### src/core/als_regs.vh
// register offsets, field positions, reset values and timing counts of the axis supervisor
// Function
// - ready dropping while drive enabled reports code C0 and stops axis.
// - ready check ignored for digital servo or auxiliary axis.
// - moving positive, actual position wraps from high bound to low bound.
// - moving negative, actual position wraps from low bound to high bound.
// - enabled travel limits: target above upper limit errors and inhibits motion.
// - enabled travel limits: target below lower limit errors and inhibits motion.
// - travel limits skip follower master motion and move-at-velocity commands.
// - one enable bit gates both travel limits; default disabled.
// - upper limit above high bound is replaced by high bound, code 17.
// - lower limit below low bound is replaced by low bound, code 17.
// - travel limits bypassed for jog when position valid is off.
// - auxiliary with limits: program and jog stop; velocity moves wrap at 32-bit extremes.
// - auxiliary without limits: commanded position wraps at travel limit values.
// - summed velocity over limit reports F2 and is clamped to limit.
// - unidirectional mode withholds commands of opposite direction.
// - digital servo: normal means counterclockwise positive, reverse clockwise.
// - analog servo: normal means A leads B positive, reverse B leads A.
// - digital absolute feedback reports battery alarms; incremental suppresses them.
// - direction reversal inserts the backlash compensation distance.
// - compensation added before positive move, removed on negative; default zero.
// - backlash compensation unavailable when follower loop enabled.
`ifndef ALS_REGS_VH
`define ALS_REGS_VH
// register byte offsets
`define ALS_CTRL_OFS 8'h00
`define ALS_HIPOS_OFS 8'h04
`define ALS_LOPOS_OFS 8'h08
`define ALS_HITRV_OFS 8'h0C
`define ALS_LOTRV_OFS 8'h10
`define ALS_VLIM_OFS 8'h14
`define ALS_BKLSH_OFS 8'h18
`define ALS_CMD_OFS 8'h1C
`define ALS_VEL_OFS 8'h20
`define ALS_STAT_OFS 8'h24
`define ALS_ACTPOS_OFS 8'h28
`define ALS_CMDPOS_OFS 8'h2C
`define ALS_SRVCMD_OFS 8'h30
// control field positions
`define ALS_CTL_RDYEN 0
`define ALS_CTL_DIGITAL 1
`define ALS_CTL_AUX 2
`define ALS_CTL_TRVEN 3
`define ALS_CTL_FOLLOW 4
`define ALS_CTL_POSONLY 5
`define ALS_CTL_NEGONLY 6
`define ALS_CTL_REVERSE 7
`define ALS_CTL_ABSFB 8
`define ALS_CTL_ENABLE 9
`define ALS_CTL_POSVALID 10
`define ALS_CTL_CLRERR 11
// command field: kind in bits 1:0
`define ALS_KIND_PROG 2'h0
`define ALS_KIND_JOG 2'h1
`define ALS_KIND_MAV 2'h2
`define ALS_KIND_MASTER 2'h3
// reset values
`define ALS_CTRL_RST 32'h00000000
`define ALS_HIPOS_RST 32'h007FFFFF
`define ALS_LOPOS_RST 32'hFF800000
`define ALS_HITRV_RST 32'h007FFFFF
`define ALS_LOTRV_RST 32'hFF800000
`define ALS_VLIM_RST 32'h000F4240
`define ALS_BKLSH_RST 32'h00000000
`define ALS_AUX_MAX 32'h7FFFFFFF
`define ALS_AUX_MIN 32'h80000000
// error codes
`define ALS_ERR_RDY 8'hC0
`define ALS_ERR_ADJ 8'h17
`define ALS_ERR_VEL 8'hF2
`define ALS_ERR_TRV 8'h20
// timing: 50 MHz clock, 2 ms sample, 1 s ready window
`define ALS_CLK_HZ 50000000
`define ALS_SAMPLE_US 2000
`define ALS_RDY_MS 1000
`define ALS_SAMPLE_CYC (`ALS_CLK_HZ / 1000000 * `ALS_SAMPLE_US)
`define ALS_RDY_CYC (`ALS_CLK_HZ / 1000 * `ALS_RDY_MS)
`endif

### src/core/als_sync.v
// two flip-flop synchroniser for pin inputs
`timescale 1ns/10ps
module als_sync #(
   parameter W = 1
) (
   input wire hclk,
   input wire hresetn,
   input wire [W-1:0] d,
   output reg [W-1:0] q
);
   reg [W-1:0] meta_r;
   // ======================================
   // two stages, first read only by second
   always @(posedge hclk or negedge hresetn) begin
      if (!hresetn) begin
         meta_r <= {W{1'b0}};
         q <= {W{1'b0}};
      end else begin
         meta_r <= d;
         q <= meta_r;
      end
   end
endmodule

### src/core/als_axis_sup.v
// axis limit and direction supervisor with AHB-Lite register slave
//
// Implementation choices: the placing of the registers and the AHB-Lite register port.
`timescale 1ns/10ps
`include "als_regs.vh"
// ======================================
// register map, byte offsets on haddr[7:0]
// 00 control, read and write
// 04 high position bound, actual position wraps here
// 08 low position bound
// 0C upper travel limit, reads back the clamped value
// 10 lower travel limit, reads back the clamped value
// 14 velocity limit on the summed command
// 18 backlash compensation distance
// 1C command kind, a write arms one limit check
// 20 summed signed velocity per sample
// 24 status, read only
// 28 actual position, read only
// 2C commanded position, read only
// 30 programmed target position
// unmapped offsets ignore writes and read as zero
// ======================================
// control bits
// 0 drive ready check, analog servo only
// 1 digital servo
// 2 auxiliary axis
// 3 travel limit enable
// 4 follower loop enable
// 5 positive only
// 6 negative only
// 7 reverse axis direction
// 8 absolute feedback
// 9 enable drive
// 10 position valid
// 11 clear errors, self clearing
// ======================================
// status bits
// 0 any error latched
// 1 drive enabled and ready seen, or enabled with the ready check off
// 2 axis stopped by a ready fault
// 3 motion inhibited by a travel target error
// 4 travel limit adjusted to a position bound
// 5 velocity clamped
// 6 battery alarm
// 15:8 last error code
// ======================================
// hazards
// the ready check runs on the sample, so a drop that starts and ends between two samples is missed
// a set in the sample cycle wins over a clear in that same cycle
// backlash is applied once, on the first sample after a reversal
// velocity moves see the travel limits only as wrap points, on an auxiliary axis with travel limits disabled
module als_axis_sup #(
   parameter SAMPLE_CYC = `ALS_SAMPLE_CYC,
   parameter RDY_CYC = `ALS_RDY_CYC
) (
   input wire hclk,
   input wire hresetn,
   input wire hsel,
   input wire [31:0] haddr,
   input wire [1:0] htrans,
   input wire hwrite,
   input wire [2:0] hsize,
   input wire [31:0] hwdata,
   input wire hready,
   output reg [31:0] hrdata,
   output wire hreadyout,
   output wire hresp,
   input wire drive_ready_faceplate_input,
   input wire enc_a,
   input wire enc_b,
   input wire battery_alarm_in,
   output reg drive_enable,
   output reg [31:0] servo_cmd,
   output reg axis_stopped,
   output reg battery_alarm,
   output reg sample_tick
);
   // ======================================
   // registers and state
   reg [31:0] ctrl_r;
   reg [31:0] hipos_r;
   reg [31:0] lopos_r;
   reg [31:0] hitrv_r;
   reg [31:0] lotrv_r;
   reg [31:0] vlim_r;
   reg [31:0] bklsh_r;
   reg [31:0] cmd_tgt_r;
   reg [1:0] cmd_kind_r;
   reg cmd_pend_r;
   reg [31:0] vel_r;
   reg [7:0] err_code_r;
   reg err_r;
   reg inhibit_r;
   reg adj_r;
   reg vel_err_r;
   reg [31:0] act_pos_r;
   reg [31:0] cmd_pos_r;
   reg last_dir_r;
   reg moved_r;
   reg [31:0] samp_cnt_r;
   reg [31:0] rdy_cnt_r;
   reg drv_enabled_r;
   reg [1:0] enc_prev_r;
   reg wr_pend_r;
   reg [7:0] wr_addr_r;
   reg rd_pend_r;
   reg [7:0] rd_addr_r;
   wire rdy_s;
   wire enc_a_s;
   wire enc_b_s;
   wire batt_s;
   // ======================================
   // pin synchronisers
   als_sync #(.W(4)) u_sync (
      .hclk(hclk),
      .hresetn(hresetn),
      .d({drive_ready_faceplate_input, enc_a, enc_b, battery_alarm_in}),
      .q({rdy_s, enc_a_s, enc_b_s, batt_s})
   );
   // ======================================
   // bus slave: zero wait, always OKAY
   assign hreadyout = 1'b1;
   assign hresp = 1'b0;
   wire bus_go = hsel & htrans[1] & hready;
   wire digital = ctrl_r[`ALS_CTL_DIGITAL];
   wire aux = ctrl_r[`ALS_CTL_AUX];
   wire follow = ctrl_r[`ALS_CTL_FOLLOW];
   wire rdy_chk = ctrl_r[`ALS_CTL_RDYEN] & ~digital & ~aux;
   wire trv_en = ctrl_r[`ALS_CTL_TRVEN];
   // ======================================
   // effective travel limits clamped to position bounds
   wire hi_over = trv_en & ~aux & ($signed(hitrv_r) > $signed(hipos_r));
   wire lo_under = trv_en & ~aux & ($signed(lotrv_r) < $signed(lopos_r));
   wire [31:0] hi_eff = hi_over ? hipos_r : hitrv_r;
   wire [31:0] lo_eff = lo_under ? lopos_r : lotrv_r;
   // ======================================
   // limit check applies to program and jog only
   wire is_jog = (cmd_kind_r == `ALS_KIND_JOG);
   wire lim_apply = trv_en & ((cmd_kind_r == `ALS_KIND_PROG) | is_jog)
      & ~(is_jog & ~ctrl_r[`ALS_CTL_POSVALID]);
   wire tgt_hi = lim_apply & ($signed(cmd_tgt_r) > $signed(hi_eff));
   wire tgt_lo = lim_apply & ($signed(cmd_tgt_r) < $signed(lo_eff));
   // ======================================
   // velocity sum, clamp, direction gating
   wire [31:0] vel_abs = vel_r[31] ? (32'h00000000 - vel_r) : vel_r;
   wire vel_over = ($signed(vel_abs) > $signed(vlim_r)) | (vel_r == 32'h80000000);
   wire [31:0] vel_clip = vel_over ? (vel_r[31] ? (32'h00000000 - vlim_r) : vlim_r)
      : vel_r;
   wire dir_blk = (ctrl_r[`ALS_CTL_POSONLY] & vel_clip[31])
      | (ctrl_r[`ALS_CTL_NEGONLY] & ~vel_clip[31] & (vel_clip != 32'h00000000));
   wire [31:0] vel_ok = dir_blk ? 32'h00000000 : vel_clip;
   // backlash: add on reversal to positive, remove on reversal to negative
   wire new_dir = vel_ok[31];
   wire rev = moved_r & (vel_ok != 32'h00000000) & (new_dir != last_dir_r)
      & ~follow;
   wire [31:0] bk_add = rev ? (new_dir ? (32'h00000000 - bklsh_r) : bklsh_r)
      : 32'h00000000;
   wire [31:0] step = vel_ok + bk_add;
   // ======================================
   // commanded position wrap bounds
   wire [31:0] cp_hi = aux ? (trv_en ? `ALS_AUX_MAX : hitrv_r) : hipos_r;
   wire [31:0] cp_lo = aux ? (trv_en ? `ALS_AUX_MIN : lotrv_r) : lopos_r;
   wire [32:0] cp_sum = {cmd_pos_r[31], cmd_pos_r} + {step[31], step};
   wire [31:0] cp_raw = cp_sum[31:0];
   wire cp_ovf = cp_sum[32] ^ cp_sum[31];
   reg [31:0] cp_next;
   // aux limits enabled stop program and jog at limits
   wire aux_stop = aux & trv_en & (cmd_kind_r != `ALS_KIND_MAV) &
      ((~step[31] & ($signed(cp_raw) > $signed(hitrv_r)))
      | (step[31] & ($signed(cp_raw) < $signed(lotrv_r))));
   // ======================================
   // commanded position wrap logic
   always @* begin
      cp_next = cp_raw;
      if (aux_stop) begin
         cp_next = step[31] ? lotrv_r : hitrv_r;
      end else if (~step[31] & (cp_ovf | ($signed(cp_raw) > $signed(cp_hi)))) begin
         cp_next = cp_lo;
      end else if (step[31] & (cp_ovf | ($signed(cp_raw) < $signed(cp_lo)))) begin
         cp_next = cp_hi;
      end
   end
   // ======================================
   // encoder decode with axis direction
   wire [1:0] enc_now = {enc_a_s, enc_b_s};
   wire enc_step = (enc_now != enc_prev_r) & (enc_now[0] ^ enc_prev_r[1]);
   wire enc_move = (enc_now != enc_prev_r) & (enc_now != ~enc_prev_r);
   // a leading b when new a differs from old b pattern
   wire a_lead = enc_move & ~enc_step;
   wire enc_pos = a_lead ^ ctrl_r[`ALS_CTL_REVERSE];
   wire [31:0] ap_next = enc_pos ?
      ((act_pos_r == hipos_r) ? lopos_r : act_pos_r + 32'h00000001)
      : ((act_pos_r == lopos_r) ? hipos_r : act_pos_r - 32'h00000001);
   // ======================================
   // bus write, register and supervision process
   always @(posedge hclk or negedge hresetn) begin
      if (!hresetn) begin
         ctrl_r <= `ALS_CTRL_RST;
         hipos_r <= `ALS_HIPOS_RST;
         lopos_r <= `ALS_LOPOS_RST;
         hitrv_r <= `ALS_HITRV_RST;
         lotrv_r <= `ALS_LOTRV_RST;
         vlim_r <= `ALS_VLIM_RST;
         bklsh_r <= `ALS_BKLSH_RST;
         cmd_tgt_r <= 32'h00000000;
         cmd_kind_r <= 2'h0;
         cmd_pend_r <= 1'b0;
         vel_r <= 32'h00000000;
         err_code_r <= 8'h00;
         err_r <= 1'b0;
         inhibit_r <= 1'b0;
         adj_r <= 1'b0;
         vel_err_r <= 1'b0;
         act_pos_r <= 32'h00000000;
         cmd_pos_r <= 32'h00000000;
         last_dir_r <= 1'b0;
         moved_r <= 1'b0;
         samp_cnt_r <= 32'h00000000;
         rdy_cnt_r <= 32'h00000000;
         drv_enabled_r <= 1'b0;
         enc_prev_r <= 2'h0;
         wr_pend_r <= 1'b0;
         wr_addr_r <= 8'h00;
         rd_pend_r <= 1'b0;
         rd_addr_r <= 8'h00;
         drive_enable <= 1'b0;
         servo_cmd <= 32'h00000000;
         axis_stopped <= 1'b0;
         battery_alarm <= 1'b0;
         sample_tick <= 1'b0;
      end else begin
         // address phase capture
         wr_pend_r <= bus_go & hwrite;
         rd_pend_r <= bus_go & ~hwrite;
         if (bus_go) begin
            wr_addr_r <= haddr[7:0];
            rd_addr_r <= haddr[7:0];
         end
         ctrl_r[`ALS_CTL_CLRERR] <= 1'b0;
         if (wr_pend_r) begin
            case (wr_addr_r)
               `ALS_CTRL_OFS: ctrl_r <= hwdata;
               `ALS_HIPOS_OFS: hipos_r <= hwdata;
               `ALS_LOPOS_OFS: lopos_r <= hwdata;
               `ALS_HITRV_OFS: hitrv_r <= hwdata;
               `ALS_LOTRV_OFS: lotrv_r <= hwdata;
               `ALS_VLIM_OFS: vlim_r <= hwdata;
               `ALS_BKLSH_OFS: bklsh_r <= hwdata;
               `ALS_CMD_OFS: begin
                  cmd_kind_r <= hwdata[1:0];
                  cmd_pend_r <= 1'b1;
               end
               `ALS_VEL_OFS: vel_r <= hwdata;
               `ALS_SRVCMD_OFS: cmd_tgt_r <= hwdata;
               default: ;
            endcase
         end
         // encoder tracks actual position every clock
         enc_prev_r <= enc_now;
         if (enc_move) begin
            act_pos_r <= ap_next;
         end
         // sample divider enable
         sample_tick <= 1'b0;
         if (samp_cnt_r >= SAMPLE_CYC - 1) begin
            samp_cnt_r <= 32'h00000000;
            sample_tick <= 1'b1;
         end else begin
            samp_cnt_r <= samp_cnt_r + 32'h00000001;
         end
         drive_enable <= ctrl_r[`ALS_CTL_ENABLE];
         // drive-ready window after enable command
         if (!ctrl_r[`ALS_CTL_ENABLE]) begin
            rdy_cnt_r <= 32'h00000000;
            drv_enabled_r <= 1'b0;
         end else if (rdy_s | ~rdy_chk) begin
            drv_enabled_r <= 1'b1;
         end else if (rdy_cnt_r < RDY_CYC) begin
            rdy_cnt_r <= rdy_cnt_r + 32'h00000001;
         end
         battery_alarm <= digital & ctrl_r[`ALS_CTL_ABSFB] & batt_s;
         // once per sample period, set wins over clear
         if (ctrl_r[`ALS_CTL_CLRERR]) begin
            err_r <= 1'b0;
            err_code_r <= 8'h00;
            inhibit_r <= 1'b0;
            axis_stopped <= 1'b0;
            adj_r <= 1'b0;
            vel_err_r <= 1'b0;
         end
         if (sample_tick) begin
            if (rdy_chk & ctrl_r[`ALS_CTL_ENABLE]
               & ((drv_enabled_r & ~rdy_s) | (rdy_cnt_r >= RDY_CYC))) begin
               err_r <= 1'b1;
               err_code_r <= `ALS_ERR_RDY;
               axis_stopped <= 1'b1;
            end else if (cmd_pend_r & (tgt_hi | tgt_lo)) begin
               err_r <= 1'b1;
               err_code_r <= `ALS_ERR_TRV;
               inhibit_r <= 1'b1;
            end else if (hi_over | lo_under) begin
               adj_r <= 1'b1;
               err_r <= 1'b1;
               err_code_r <= `ALS_ERR_ADJ;
            end else if (vel_over) begin
               vel_err_r <= 1'b1;
               err_r <= 1'b1;
               err_code_r <= `ALS_ERR_VEL;
            end
            // a command written in this very cycle stays armed
            if (!(wr_pend_r & (wr_addr_r == `ALS_CMD_OFS))) begin
               cmd_pend_r <= 1'b0;
            end
            if (axis_stopped | inhibit_r | ~drive_enable | (cmd_pend_r & (tgt_hi | tgt_lo))) begin
               servo_cmd <= 32'h00000000;
            end else begin
               servo_cmd <= step;
               cmd_pos_r <= cp_next;
               if (vel_ok != 32'h00000000) begin
                  last_dir_r <= new_dir;
                  moved_r <= 1'b1;
               end
            end
         end
      end
   end
   // ======================================
   // read data phase
   always @* begin
      hrdata = 32'h00000000;
      if (rd_pend_r) begin
         case (rd_addr_r)
            `ALS_CTRL_OFS: hrdata = ctrl_r;
            `ALS_HIPOS_OFS: hrdata = hipos_r;
            `ALS_LOPOS_OFS: hrdata = lopos_r;
            `ALS_HITRV_OFS: hrdata = hi_eff;
            `ALS_LOTRV_OFS: hrdata = lo_eff;
            `ALS_VLIM_OFS: hrdata = vlim_r;
            `ALS_BKLSH_OFS: hrdata = bklsh_r;
            `ALS_CMD_OFS: hrdata = {29'h0, cmd_pend_r, cmd_kind_r};
            `ALS_VEL_OFS: hrdata = vel_r;
            `ALS_STAT_OFS: hrdata = {16'h0, err_code_r, 1'b0, battery_alarm, vel_err_r,
               adj_r, inhibit_r, axis_stopped, drv_enabled_r, err_r};
            `ALS_ACTPOS_OFS: hrdata = act_pos_r;
            `ALS_CMDPOS_OFS: hrdata = cmd_pos_r;
            `ALS_SRVCMD_OFS: hrdata = cmd_tgt_r;
            default: hrdata = 32'h00000000;
         endcase
      end
   end
endmodule

### config.mk
export PLATFORM = sky130hd
export DESIGN_NAME = als_axis_sup
export DESIGN_NICKNAME = d
export VERILOG_FILES = /design/src/core/als_sync.v /design/src/core/als_axis_sup.v
export VERILOG_INCLUDE_DIRS = /design/src /design/src/core
export SDC_FILE = /design/constraint.sdc
export NUM_CORES = 2
export LEC_CHECK = 0
export BUFFER_PORTS_ARGS = -buffer_cell sky130_fd_sc_hd__buf_4
export CORE_AREA = 2 2 302 334
export CTS_CLUSTER_SIZE = 30
export DETAILED_ROUTE_END_ITERATION = 10
export DIE_AREA = 0 0 304 336
export SYNTH_ARGS = -nofsm -noshare
export SYNTH_HDL_FRONTEND = slang
export SYNTH_SLANG_ARGS = --single-unit
export TNS_END_PERCENT = 20
### constraint.sdc
create_clock -name hclk -period 17.25 [get_ports hclk]
set_clock_uncertainty 0.05 [all_clocks]
set_input_delay 3.45 -clock hclk [delete_from_list [all_inputs] [get_ports hclk]]
set_output_delay 3.45 -clock hclk [all_outputs]
set_load 0.05 [all_outputs]
==> impl_metrics.tcl <==
set metrics [dict create \
    ant_nets 0 \
    grt_first_pass_wirelength_mm 238 \
    cp.arrival_ns 16.53 \
    routedWlPerCell_um 29.1 \
    routed_wl_mm 165 \
    place.gp.congestion 1.04 \
    r2r_slack_ns 1.22 \
    vdd_drop_max_mv 0.202 \
    synthArstFlopShare_pct 100 \
    io-pin-count 148 \
    synthMuxAreaShare_pct 10.0 \
    required_ns 17.75 \
    path_class "flop to flop" \
    drc 0 \
    switching_share_pct 49.6 \
    hold_path_end "u_sync.q[1]" \
    leakagePower_nw 18.7 \
    fin_crit_sh_pct 92.9 \
    worstHoldStart "u_sync.meta_r[1]" \
    synth-edff-count 0 \
    synth.yosys.seq_area_share_pct 31.4 \
    synth-simple-area-share_pct 15.7 \
    cp_slowest_cell "o21ai_0" \
    nNetsFinal 4782 \
    hold_viol_final 0 \
    drt_iter0_drc 4287 \
    cts_max_level 2 \
    grt_max_degree 154 \
    hpwl_mm 126 \
    area_growth_pct 10.5 \
    hp-class "flop to flop" \
    synth_top_area_cell "dfrtp_1" \
    final_cell_mix "nor2_1 (443), dfrtp_1 (418), ha_1 (356)" \
    reg2reg_depth 51 \
    power.density_nw_per_um2 175 \
    grt_overflow 0 \
    fp.coreArea_um2 98600 \
    synth_area_per_cell_um2 8.96 \
    synth_top_area_share_pct 26.7 \
    yosysWarningCount 0 \
    clock_path_buffers 3 \
    drv_cap 0 \
    max-slew-margin-rel_pct 10.9 \
    slew_viol_final 0 \
    clk_pin_slew_ns 0.07 \
    dp_cells 5577 \
    cts-root-buf "clkbuf_16" \
    crit_buf_inv 3 \
    synthTopCellsByArea "dfrtp_1 (27%), ha_1 (11%), mux2_2 (8.7%)" \
    cp-end-kind "flop" \
    combinationalPowerShare_pct 59.9 \
    io_buffers 117 \
    reg2reg_to "cmd_pos_r[28]" \
    rsz0062_at_grt "no" \
    cts.hold.buffers_added 0 \
    cts_buffers 58 \
    die_x_um 304 \
    internal-power_mw 3.82 \
    layout_commonest_cell "nor2_1" \
    cts_resized 0 \
    max_stage_delay_ns 0.77 \
    status "complete, no violations" \
    fmax_ghz 0.0624 \
    critPathMostFrequentCell "o21ai_0" \
    fp-row-count 121 \
    clock-sinks 490 \
    die-area_um2 102000 \
    seq_power_share_pct 22.4 \
    finalSetupViolations 0 \
    timing.rr.start "vel_r[0]" \
    hold_path_depth 0 \
    post_cts_buffers 0 \
    drive_above_1_share_pct 17.1 \
    finalSetupTns_ns 0 \
    p_clk_share_pct 17.7 \
    initial_core_util_pct 39.9 \
    grt_util_all_layers_pct 31.6 \
    ys_seq_elements 490 \
    synth_fa_ha_area_share_pct 11.4 \
    p_sw_mw 3.76 \
    postSynthCellCount 4384 \
    fin_cells 5688 \
    synth_xor_area_share_pct 6.64 \
    syn_area_um2 39300 \
    critPathTopFamily "simple AND/OR/NAND/NOR gates" \
    vias 36400 \
    synth_top_family_by_area "compound AO/OA/AOI/OAI gates" \
    synth_cell_types 101 \
    cp_max_fo 26 \
    cts_tree "yes" \
    synth_compound_area_share_pct 19.5 \
    synth_ff_type "dfrtp_1" \
    antenna_found_initial 4 \
    clock_latency_ns 0.71 \
    startpoint_type "flop" \
    min_period_ns 16.03 \
    dr.pass1.iters 9 \
    grt_pass1_vias 34600 \
    worst_pin_slew_ns 1.33 \
    chipHeight_um 336 \
    vias_per_cell 6.40 \
]
## synthesized netlist by cell type, types with 18 or more instances
| library cell | instances |
|---|---|
| nand4_1 | 94 |
| clkbuf_1 | 226 |
| and2_1 | 28 |
| a31oi_1 | 29 |
| buf_1 | 53 |
| or3_1 | 25 |
| dfstp_2 | 71 |
| a211oi_1 | 66 |
| a22o_1 | 62 |
| xnor2_1 | 226 |
| o21a_1 | 32 |
| a222oi_1 | 44 |
| nand3_1 | 101 |
| nor2_1 | 451 |
| a21o_1 | 79 |
| a21oi_1 | 285 |
| a22oi_1 | 63 |
| and3_1 | 31 |
| nor2b_1 | 37 |
| a221o_1 | 23 |
| o22ai_1 | 38 |
| nor4_1 | 34 |
| nor3_1 | 83 |
| o41ai_1 | 18 |
| o211ai_1 | 25 |
| o31ai_1 | 25 |
| mux2i_1 | 49 |
| nand2b_1 | 37 |
| ha_1 | 356 |
| xor2_1 | 72 |
| a221oi_1 | 36 |
| dfrtp_1 | 419 |
| o21ai_0 | 134 |
| inv_1 | 220 |
| or2_2 | 36 |
| nand2_1 | 226 |
| o31a_1 | 33 |
| mux2_2 | 304 |
## per-stage QoR
step | hold slack (ns) | setup WS [ns] | area (um2) | utilization, % | total power, mW
4_1_cts | 0.305 | 1.64 | 43400 | 44.0 | 7.44
2_1_floorplan | 0.281 | 5.05 | 39300 | - | 4.60
3_5_place_dp | 0.291 | 1.74 | 41300 | 41.9 | 6.08
6_report | 0.301 | 1.22 | 43400 | 44.0 | 7.59
5_1_grt | 0.309 | 0.438 | 43400 | 44.0 | 8.02
3_3_place_gp | 0.289 | 1.82 | 41300 | 41.9 | 6.03
## how the worst max path moves through the flow
stage                         from       endpoint  slack, ns  depth (start not counted)
after floorplan           vel_r[0]   cmd_pos_r[2]       5.05                         61
after global placement    vel_r[0]  cmd_pos_r[19]       1.82                         54
after detailed placement  vel_r[0]  cmd_pos_r[22]       1.74                         54
after CTS                 vel_r[0]  cmd_pos_r[22]       1.64                         54
after global routing      vel_r[1]  cmd_pos_r[22]       0.44                         54
final                     vel_r[0]  cmd_pos_r[28]       1.22                         51
## worst register-to-register path: cells and delay by family, from the launching register on
family,cells,cell delay [ns]
flip-flops,1,0.46
multiplexers,2,0.97
AND/OR/NAND/NOR,23,5.60
AO/OA/AOI/OAI,16,5.07
buffers and inverters,3,1.02
XOR/XNOR,3,1.39
adder cells (fa/ha/maj),4,1.35
## layer usage
| layer | track usage, % | part of all wire [%] | wire length, um | vias to the layer above |
|---|---|---|---|---|
| met1 | 41.3 | 39 | 65200 | 18000 |
| met4 | 19.9 | 7.2 | 12000 | 4 |
| met2 | 47.9 | 43 | 70600 | 1967 |
| li1 | - | - | - | 16000 |
| met5 | 0 | 0.0091 | 15 | - |
| met3 | 6.41 | 11 | 17500 | 435 |
## state kept, by name, summed over array words and instances, names as in the netlist, 32 cells and up
signal	cells
act_pos_r	32
bklsh_r	32
cmd_pos_r	32
cmd_tgt_r	32
ctrl_r	32
hipos_r	32
hitrv_r	32
lopos_r	32
lotrv_r	32
rdy_cnt_r	32
samp_cnt_r	32
servo_cmd	32
vel_r	32
vlim_r	32
## power by group through the flow
stage / sequential [mW] / clock (mW) / combinational (mW)
after floorplan: 1.47 / 0 / 3.13
after global placement: 1.69 / 0 / 4.34
after detailed placement: 1.70 / 0 / 4.38
after CTS: 1.68 / 1.36 / 4.40
after global routing: 1.71 / 1.40 / 4.91
final: 1.70 / 1.34 / 4.54
## logic make-up after synthesis
| kind of cell | Yosys count |
|---|---|
| compound gates | 1101 |
| xor+xnor | 298 |
| fa+ha+maj | 358 |
| buf+inv | 524 |
| flops | 490 |
| mux | 354 |
| other cells | 2 |
| simple gates | 1257 |
## area by class of cell
type,instances,area (um2)
Clock buffer,85,1700
Timing Repair Buffer,186,1430
Sequential cell,490,12400
Multi-Input combinational cell,3385,25100
Tap cell,1291,1620
Clock inverter,25,362
Fill cell,9623,55200
Inverter,225,845
Antenna cell,1,2.50
No activity file was read; power rests on OpenSTA's default activity.
